<file path="config.mk">
export PLATFORM = sky130hd
export DESIGN_NAME = core_return_nop_decode
export DESIGN_NICKNAME = d
export VERILOG_FILES = /design/src/pkg/ret_nop_pkg.sv /design/src/pkg/decode_if.sv /design/src/logic/core_return_nop_decode.sv /design/src/logic/op_decoder.sv
export SDC_FILE = /design/constraint.sdc
export NUM_CORES = 1
export LEC_CHECK = 0
export BUFFER_PORTS_ARGS = -buffer_cell sky130_fd_sc_hd__buf_2
export CAP_MARGIN = 20
export CORE_ASPECT_RATIO = 1.25
export CORE_MARGIN = 2
export CORE_UTILIZATION = 40
export CTS_CLUSTER_SIZE = 16
export DETAILED_ROUTE_END_ITERATION = 6
export GPL_ROUTABILITY_DRIVEN = 0
export PLACE_DENSITY = 0.69
export SLEW_MARGIN = 20
export SYNTH_ARGS = -nofsm -noshare
export SYNTH_HDL_FRONTEND = slang
export SYNTH_SLANG_ARGS = --single-unit
</file>
<file path="constraint.sdc">
create_clock -name clk_sys -period 1.8 [get_ports clk_sys]
set_input_delay 0.09 -clock clk_sys [delete_from_list [all_inputs] [get_ports clk_sys]]
set_output_delay 0.09 -clock clk_sys [all_outputs]
set_load 0.005 [all_outputs]
</file>
<file path="src/pkg/ret_nop_pkg.sv">
package ret_nop_pkg;
  // ****************************************
  // Instruction word layout
  // ****************************************
  localparam int INSN_W = 14;  // Core instruction width
  localparam int DATA_W = 8;   // Working register width
  localparam int PC_W = 13;    // Program counter width
  // Idle opcode: bits 13:7 and 4:0 zero, bits 6:5 are don't care
  localparam logic [13:0] IDLE_MASK = 14'h3f9f;
  localparam logic [13:0] IDLE_CODE = 14'h0000;
  // Interrupt return opcode
  localparam logic [13:0] IRQ_RET_CODE = 14'h0009;
  // Legacy configuration load opcode
  localparam logic [13:0] CFG_LOAD_CODE = 14'h0062;
  // Literal return: 11 01xx kkkk kkkk
  localparam logic [13:0] LIT_RET_MASK = 14'h3c00;
  localparam logic [13:0] LIT_RET_CODE = 14'h3400;
  // Field positions
  localparam int LIT_LSB = 0;
  // ****************************************
  // Phases and operations
  // ****************************************
  typedef enum logic [1:0] {Q1, Q2, Q3, Q4} phase_t;
  typedef enum logic [2:0] {OP_OTHER, OP_IDLE, OP_IRQ_RET, OP_CFG_LOAD, OP_LIT_RET} op_t;
  localparam logic [DATA_W-1:0] W_RESET = 8'h00;     // Working register after reset
  localparam logic [DATA_W-1:0] CFG_RESET = 8'hff;   // Config register after reset
  localparam logic [PC_W-1:0] PC_RESET = 13'h0000;   // Program counter after reset
endpackage : ret_nop_pkg

</file>
<file path="src/pkg/decode_if.sv">
`timescale 1ns/1ns
// ****************************************
// Decoder to core carrier
// ****************************************
interface decode_if;
  ret_nop_pkg::op_t op;                              // Decoded operation
  logic [ret_nop_pkg::DATA_W-1:0] literal;           // Literal field
  modport dec (output op, output literal);
  modport core (input op, input literal);
endinterface : decode_if

</file>
<file path="src/logic/core_return_nop_decode.sv">
`timescale 1ns/1ns
// Notes on behaviour
// - Idle opcode: one cycle, changes only the program counter (advanced in Q4)
// - Idle decodes in Q1, then does nothing
// - Interrupt return: enable in Q3, pop Q4
// - Legacy load copies W into config
// - Config register also reachable as file register
// - Legacy load kept for older code
module core_return_nop_decode #(
  parameter int DATA_W = ret_nop_pkg::DATA_W,
  parameter int PC_W = ret_nop_pkg::PC_W
) (
  clk_sys,
  srst,
  insn,
  insn_valid,
  stack_top,
  file_wr,
  file_wdata,
  cfg_sel,
  file_w_wr,
  w_q,
  cfg_q,
  pc_q,
  global_irq_enable_q,
  pop_q,
  phase_q,
  second_cycle_q,
  fetch_q
);
  input wire logic clk_sys;                          // Core clock
  input wire logic srst;                             // Synchronous reset
  input wire logic [ret_nop_pkg::INSN_W-1:0] insn;   // Instruction held for the cycle
  input wire logic insn_valid;                       // Instruction present at Q1
  input wire logic [PC_W-1:0] stack_top;             // Return stack top
  input wire logic file_wr;                          // File write strobe in Q4
  input wire logic [DATA_W-1:0] file_wdata;          // File write data
  input wire logic cfg_sel;                          // File address hits config
  input wire logic file_w_wr;                        // Other instruction writes W in Q4
  output logic [DATA_W-1:0] w_q;                     // Working register
  output logic [DATA_W-1:0] cfg_q;                   // Timer/prescaler config
  output logic [PC_W-1:0] pc_q;                      // Program counter
  output logic global_irq_enable_q;                  // Interrupt enable bit
  output logic pop_q;                                // Stack pop pulse
  output ret_nop_pkg::phase_t phase_q;               // Current phase
  output logic second_cycle_q;                       // Idle second cycle
  output logic fetch_q;                              // Request next instruction

  // ****************************************
  // Decode
  // ****************************************
  decode_if dbus ();
  op_decoder u_dec (.insn(insn), .dec(dbus.dec));

  ret_nop_pkg::op_t op_q;                // Latched operation
  logic [DATA_W-1:0] lit_q;              // Literal read in Q2
  logic active;                          // Executing a first cycle

  assign active = !second_cycle_q;

  // Phase counter, Q1 to Q4
  always_ff @(posedge clk_sys) begin
    if (srst) begin
      phase_q <= ret_nop_pkg::Q1;
    end else begin
      unique case (phase_q)
        ret_nop_pkg::Q1: phase_q <= ret_nop_pkg::Q2;
        ret_nop_pkg::Q2: phase_q <= ret_nop_pkg::Q3;
        ret_nop_pkg::Q3: phase_q <= ret_nop_pkg::Q4;
        ret_nop_pkg::Q4: phase_q <= ret_nop_pkg::Q1;
      endcase
    end
  end

  // Latch decoded op in Q1 only
  always_ff @(posedge clk_sys) begin
    if (srst) begin
      op_q <= ret_nop_pkg::OP_OTHER;
    end else if (phase_q == ret_nop_pkg::Q1) begin
      if (active && insn_valid) begin
        op_q <= dbus.op;
      end else begin
        op_q <= ret_nop_pkg::OP_OTHER;
      end
    end
  end

  // Literal read in Q2
  always_ff @(posedge clk_sys) begin
    if (srst) begin
      lit_q <= ret_nop_pkg::W_RESET;
    end else if (phase_q == ret_nop_pkg::Q2 && op_q == ret_nop_pkg::OP_LIT_RET) begin
      lit_q <= dbus.literal;
    end
  end

  // ****************************************
  // Execute
  // ****************************************
  // Interrupt enable set in Q3 of interrupt return
  always_ff @(posedge clk_sys) begin
    if (srst) begin
      global_irq_enable_q <= 1'b0;
    end else if (phase_q == ret_nop_pkg::Q3 && op_q == ret_nop_pkg::OP_IRQ_RET) begin
      global_irq_enable_q <= 1'b1;
    end
  end

  // Stack pop and program counter load in Q4
  always_ff @(posedge clk_sys) begin
    if (srst) begin
      pc_q <= ret_nop_pkg::PC_RESET;
      pop_q <= 1'b0;
    end else if (phase_q == ret_nop_pkg::Q4 && (op_q == ret_nop_pkg::OP_IRQ_RET ||
                 op_q == ret_nop_pkg::OP_LIT_RET)) begin
      pc_q <= stack_top;
      pop_q <= 1'b1;
    end else begin
      pop_q <= 1'b0;
      if (phase_q == ret_nop_pkg::Q4 && !second_cycle_q) begin
        pc_q <= pc_q + PC_W'(1);  // Sequential advance
      end
    end
  end

  // Working register: literal return writes in Q4
  always_ff @(posedge clk_sys) begin
    if (srst) begin
      w_q <= ret_nop_pkg::W_RESET;
    end else if (phase_q == ret_nop_pkg::Q4 && op_q == ret_nop_pkg::OP_LIT_RET) begin
      w_q <= lit_q;
    end else if (phase_q == ret_nop_pkg::Q4 && file_w_wr && op_q == ret_nop_pkg::OP_OTHER
                 && active) begin
      w_q <= file_wdata;
    end
  end

  // Config register: legacy load or file write, no flags touched
  always_ff @(posedge clk_sys) begin
    if (srst) begin
      cfg_q <= ret_nop_pkg::CFG_RESET;
    end else if (phase_q == ret_nop_pkg::Q4 && op_q == ret_nop_pkg::OP_CFG_LOAD) begin
      cfg_q <= w_q;
    end else if (phase_q == ret_nop_pkg::Q4 && file_wr && cfg_sel &&
                 op_q == ret_nop_pkg::OP_OTHER && active) begin
      cfg_q <= file_wdata;
    end
  end

  // Second cycle of two-cycle returns is idle
  always_ff @(posedge clk_sys) begin
    if (srst) begin
      second_cycle_q <= 1'b0;
    end else if (phase_q == ret_nop_pkg::Q4) begin
      second_cycle_q <= active && (op_q == ret_nop_pkg::OP_IRQ_RET ||
                                   op_q == ret_nop_pkg::OP_LIT_RET);
    end
  end

  // Fetch request pulses in Q4 of every cycle, including the idle second cycle of a return
  always_ff @(posedge clk_sys) begin
    if (srst) begin
      fetch_q <= 1'b0;
    end else begin
      fetch_q <= (phase_q == ret_nop_pkg::Q3);
    end
  end
endmodule : core_return_nop_decode

</file>
<file path="src/logic/op_decoder.sv">
`timescale 1ns/1ns
// ****************************************
// Opcode classifier
// ****************************************
module op_decoder (
  input wire logic [ret_nop_pkg::INSN_W-1:0] insn,
  decode_if.dec dec
);
  // Match opcode patterns
  always_comb begin
    dec.literal = insn[ret_nop_pkg::LIT_LSB +: ret_nop_pkg::DATA_W];
    if ((insn & ret_nop_pkg::IDLE_MASK) == ret_nop_pkg::IDLE_CODE) begin
      dec.op = ret_nop_pkg::OP_IDLE;
    end else if (insn == ret_nop_pkg::IRQ_RET_CODE) begin
      dec.op = ret_nop_pkg::OP_IRQ_RET;
    end else if (insn == ret_nop_pkg::CFG_LOAD_CODE) begin
      dec.op = ret_nop_pkg::OP_CFG_LOAD;
    end else if ((insn & ret_nop_pkg::LIT_RET_MASK) == ret_nop_pkg::LIT_RET_CODE) begin
      dec.op = ret_nop_pkg::OP_LIT_RET;
    end else begin
      dec.op = ret_nop_pkg::OP_OTHER;
    end
  end
endmodule : op_decoder

</file>
* Word level (Yosys, flattened, before mapping)
Cells that the tools add are included.
** Storage, ports and cells
- Register bits after elaboration :: 46
- Bits in latches :: 0
- Memory bits (writable) :: 0
- Bits in read-only memories :: 0
- Input bits :: 41
- Output and inout port bits :: 35
- Logic and storage cells :: 56
- Memories :: 0
** Operators by class
- Add/sub/neg operators :: 1
- Multipliers :: 0
- Div/mod/pow operators :: 0
- $lt $le $gt $ge :: 0
- Equal/unequal tests :: 9
- Shift operators :: 0
- Mux-type cells :: 13
- Bitwise operators :: 0
- Reduce and logical (&&, ||, !) cells :: 23
** Operators by type and width (number)
- 2-to-1 mux 8 bit :: 4
- 2-to-1 mux 13 bit :: 2
- logical AND 1 bit :: 15
- 2-to-1 mux 3 bit :: 5
- equality test 14 x 4 -> 1 bit, second input constant :: 1
- equality test 14 x 7 -> 1 bit, second input constant :: 1
- zero test 14 bit :: 1
- adder 13 x 1 -> 13 bit, second input constant :: 1
- one-hot mux 2 bit (4 select lines) :: 1
- equality test 3 x 2 -> 1 bit, second input constant :: 2
- nonzero test 2 bit :: 3
- equality test 2 bit, second input constant :: 2
- equality test 4 bit, second input constant :: 1
- equality test 3 bit, second input constant :: 1
- zero test 3 bit :: 1
- equality test 2 x 1 -> 1 bit, second input constant :: 1
- zero test 2 bit :: 1
- zero test 1 bit :: 1
- logical OR 1 bit :: 1
- 2-to-1 mux 1 bit :: 1

* Logic depth before layout (Yosys ltp)
- Depth after elaboration :: 7
- Mapped depth :: 6
- Mapped depth without buffers :: 6

* Modules after synthesis
From an unflattened synthesis, not the netlist that was laid out.
** Unflattened totals
- Cell total of the unflattened synthesis :: 262
- Area total of the unflattened synthesis :: 2312.2 µm²
** Modules (own cells, without submodules)
- core_return_nop_decode :: instances 1, cells each 239, area an instance 2162.1 µm², seq. area each 920.9 µm²
- op_decoder :: instances 1, cells each 23, area an instance 150.1 µm², seq. area each 0.0 µm²

* Worst setup path after synthesis
Ideal clock, no wire load.
- Path type :: reg2reg
- Start :: register phase_q[0]
- End :: register w_q[0]
- Library setup time :: 0.086 ns
- Arrival time :: 1.620 ns
- Data required time :: 1.714 ns
- Path slack :: 0.095 ns
- Cell stages (with the launch flop) :: 7
- Buffers on the path :: 1
- Period minus slack after synthesis :: 1.705 ns
- Path through :: dfxtp_1 ha_1 clkbuf_1 nor2b_1 nand4_2 mux2i_1 a211oi_1
** On the way
- Longest elaborated chain between the ends :: 5
- Elaborated cells between the ends (all ways) :: 7
- Classes of those cells :: eq/ne: 1; mux: 1; reduce/logical: 5
** RTL lines
- start: declaration :: line core_return_nop_decode.sv:45 : output ret_nop_pkg::phase_t phase_q;
- start signal: assignment :: line core_return_nop_decode.sv:64 : phase_q <= ret_nop_pkg::Q1;
- start signal: assignment :: line core_return_nop_decode.sv:67 : ret_nop_pkg::Q1: phase_q <= ret_nop_pkg::Q2;
- start signal: assignment :: line core_return_nop_decode.sv:68 : ret_nop_pkg::Q2: phase_q <= ret_nop_pkg::Q3;
- equality test 2 bit (*) :: line core_return_nop_decode.sv:130, core_return_nop_decode.sv:132
- logical AND 1 bit (2 in a row) :: line core_return_nop_decode.sv:132 : end else if (phase_q == ret_nop_pkg::Q4 && file_w_wr && op_q == ret_nop_pkg::OP_OTHER
- logical AND 1 bit :: line core_return_nop_decode.sv:133 : && active) begin
- nonzero test 2 bit (no line)
- end signal: assignment :: line core_return_nop_decode.sv:129 : w_q <= ret_nop_pkg::W_RESET;
- end signal: assignment :: line core_return_nop_decode.sv:131 : w_q <= lit_q;
- end signal: assignment :: line core_return_nop_decode.sv:134 : w_q <= file_wdata;
- end: declaration :: line core_return_nop_decode.sv:40 : output logic [DATA_W-1:0] w_q;
Every way passes the cells marked *; elsewhere a longest branch is shown, timed or not.
A chain may end at the register's enable or synchronous reset.

* Final worst setup path
- Start :: register pc_q[1]
- End :: register pc_q[6]
** On the way
- Longest elaborated chain between the ends :: 3
** RTL lines
- start: declaration :: line core_return_nop_decode.sv:42 : output logic [PC_W-1:0] pc_q;
- start signal: assignment :: line core_return_nop_decode.sv:112 : pc_q <= ret_nop_pkg::PC_RESET;
- start signal: assignment :: line core_return_nop_decode.sv:116 : pc_q <= stack_top;
- start signal: assignment :: line core_return_nop_decode.sv:121 : pc_q <= pc_q + PC_W'(1);
- adder 13 x 1 -> 13 bit :: line core_return_nop_decode.sv:121
- 2-to-1 mux 13 bit :: line core_return_nop_decode.sv:120 : if (phase_q == ret_nop_pkg::Q4 && !second_cycle_q) begin
- 2-to-1 mux 13 bit :: line core_return_nop_decode.sv:114 : end else if (phase_q == ret_nop_pkg::Q4 && (op_q == ret_nop_pkg::OP_IRQ_RET ||
No other way between the ends. The select of a mux whose other input is x is not followed.

==> results_dict.tcl <==
set metrics [dict create \
    status "complete, no violations" \
    rsz0062_at_grt "true" \
    holdWs_ns 0.0419 \
    grt_pass1_vias 2113 \
    finalClockSkew_ns 0.00987 \
    cts-root-buf "clkbuf_8" \
    syn_nets 306 \
    slew_headroom_pct 68.0 \
    die_width_um 73.2 \
    hp-class "in2reg" \
    gr-usage-all-layers_pct 18.5 \
    wl_per_cell_um 14.5 \
    path_clk_slew_ns 0.09 \
    post-route-period-util_pct 94.8 \
    instances_no_fill 409 \
    wirelength_um 5940 \
    synthFlopType "dfxtp_1" \
    place_area_mm2 0.00289 \
    start_kind "flip-flop" \
    drt_iter0_drc 134 \
    ys_warn_count 0 \
    io_buffer_count 75 \
    grt_pass1_wl_um 9810 \
    antenna_found_initial 0 \
    globalRouteOverflowTotal 0 \
    final_cell_mix "buf_2 (75), dfxtp_1 (46), nor2_1 (33)" \
    drv_slew 0 \
    layout-drive-gt1-share_pct 31.5 \
    max_slew.worst_pin.slew_ns 0.478 \
    via_per_inst 5.51 \
    postCtsSetupRepairBufs 0 \
    first_pass_iters 4 \
    maxCapViolCount 0 \
    die_h_um 90.5 \
    cp_data_arrival_time_ns 1.96 \
    leakage_uw 0.00135 \
    clock_sinks 46 \
    die_area_mm2 0.00662 \
    htreeDepth 2 \
    fmax_mhz 586 \
    cp.required_ns 2.05 \
    syn-cell-area_mm2 0.00239 \
    finalCriticalPeriod_ns 1.71 \
    final_common_cell "buf_2" \
    start_util_pct 41.4 \
    cp_max_fo 5 \
    end_kind "flip-flop" \
    post-dp-hpwl_um 4600 \
    final_net_count 389 \
    setup_viol 0 \
    async_flop_share_pct 0 \
    std_cell_rows 31 \
    ys_ff_latch 46 \
    syn2layout_area_growth_pct 25.8 \
    criticalPathCategory "reg2reg" \
    synth_cell_types 51 \
    setup_ws_ns 0.0940 \
    n_antenna_cell 0 \
    pre_cts_ws_ns 0.112 \
    ios 76 \
    tritoncts "built" \
    cts_max_path_buffers 2 \
    synth_edf_count 0 \
    peakVddDrop_uv 460 \
    syn_inst 259 \
    fin_area_mm2 0.00301 \
    total_power_uw 2260 \
    vias 2254 \
    grt_max_degree 30 \
    dp.cells 401 \
    avgSynthCellArea_um2 9.24 \
    ant_nets 0 \
    cts_buffers 5 \
    hold_violations 0 \
    coreArea_mm2 0.00578 \
    power.density_mw_per_mm2 750 \
    drcViolationCount 0 \
    synth-seq-area-share_pct 38.5 \
    clock_latency_ns 0.30 \
]
## cell families after synthesis
kind of cell	Yosys count	share of synthesized area (%)
fa+ha+maj	6	3.14
buf+inv	23	4.39
flops	46	38.5
simple gates	86	20.6
mux	25	10.5
compound gates	67	20.3
xor+xnor	6	2.51
## per-layer routing
layer	up-vias	global-route usage [%]	share of wire [%]	wire length (µm)
li1	1132	-	-	-
met1	1056	25.1	46	2750
met2	56	28.6	48	2860
met3	10	3.35	3.9	232
met4	0	7.25	1.7	99
met5	-	0	0	0
## synth_stat cells, drive strengths merged, types with 3 or more instances
master | n | share of area, %
dfxtp | 46 | 38
nor2 | 33 | 5.2
mux2i | 24 | 10
a211oi | 15 | 4.7
o21ai | 14 | 2.9
o211ai | 11 | 3.5
clkbuf | 8 | 1.3
inv | 8 | 1.3
nand3 | 7 | 1.7
nand4 | 7 | 2.6
ha | 6 | 3.1
nor2b | 6 | 1.6
buf | 5 | 1.6
nand2 | 5 | 0.78
nand2b | 5 | 1.3
a21oi | 4 | 0.84
and3 | 4 | 1.0
xnor2 | 4 | 1.5
and4 | 3 | 1.1
nor3 | 3 | 0.63
nor4 | 3 | 0.78
o21a | 3 | 0.94
o221ai | 3 | 1.1
or3 | 3 | 0.78
## critical path: stages, from the launching register on
cell	delay, ns
dfxtp_1	0.35
ha_1	0.22
nand3_2	0.15
or3_1	0.37
a2111oi_0	0.41
a211o_1	0.17
## worst paths after layout
kind                                                  startpoint                               end  slack (ns)  cells past startpoint
worst max register to register              pc_q[1]$_SDFFE_PP0P_              pc_q[6]$_SDFFE_PP0P_        0.09                      5
worst max-delay path                        pc_q[1]$_SDFFE_PP0P_              pc_q[6]$_SDFFE_PP0P_        0.09                      5
worst min-delay path                                     insn[7]             lit_q[7]$_SDFFE_PP0P_        0.04                      3
worst min register to register  global_irq_enable_q$_SDFFE_PP0P_  global_irq_enable_q$_SDFFE_PP0P_        0.50                      2
## report_power, final
group	internal [µW]	total [µW]	switching, µW	leakage [µW]
Sequential	1060	1100	34.0	0.000372
Clock	414	765	351	0.0000514
Combinational	187	396	209	0.000931
Total	1660	2260	593	0.00135
## final cells by class
class	count	area, µm²
timing repair buffer	89	480
clock inverter	2	37.5
sequential	46	921
multi-input combinational	190	1380
inverter	10	37.5
fill	547	2770
tap	66	82.6
clock buffer	6	72.6
## sequential cells by signal, summed over array words and instances, names as in the netlist
register,cells
fetch_q,1
global_irq_enable_q,1
pop_q,1
op_q,3
phase_q,2
pc_q,13
second_cycle_q,1
lit_q,8
w_q,8
cfg_q,8
## metrics by stage
stage | setup TNS, ns | utilization, %
6_report | 0 | 52.1
3_5_place_dp | 0 | 50.0
3_3_place_gp | 0 | 50.0
5_1_grt | -0.0357 | 52.1
4_1_cts | 0 | 51.9
2_1_floorplan | 0 | -
## what timing repair did
item,4_1_cts,5_1_grt
gates resized for setup,0,2
hold buffers,0,0
setup endpoints to repair,0,8
(Power assumes the default switching activity.)
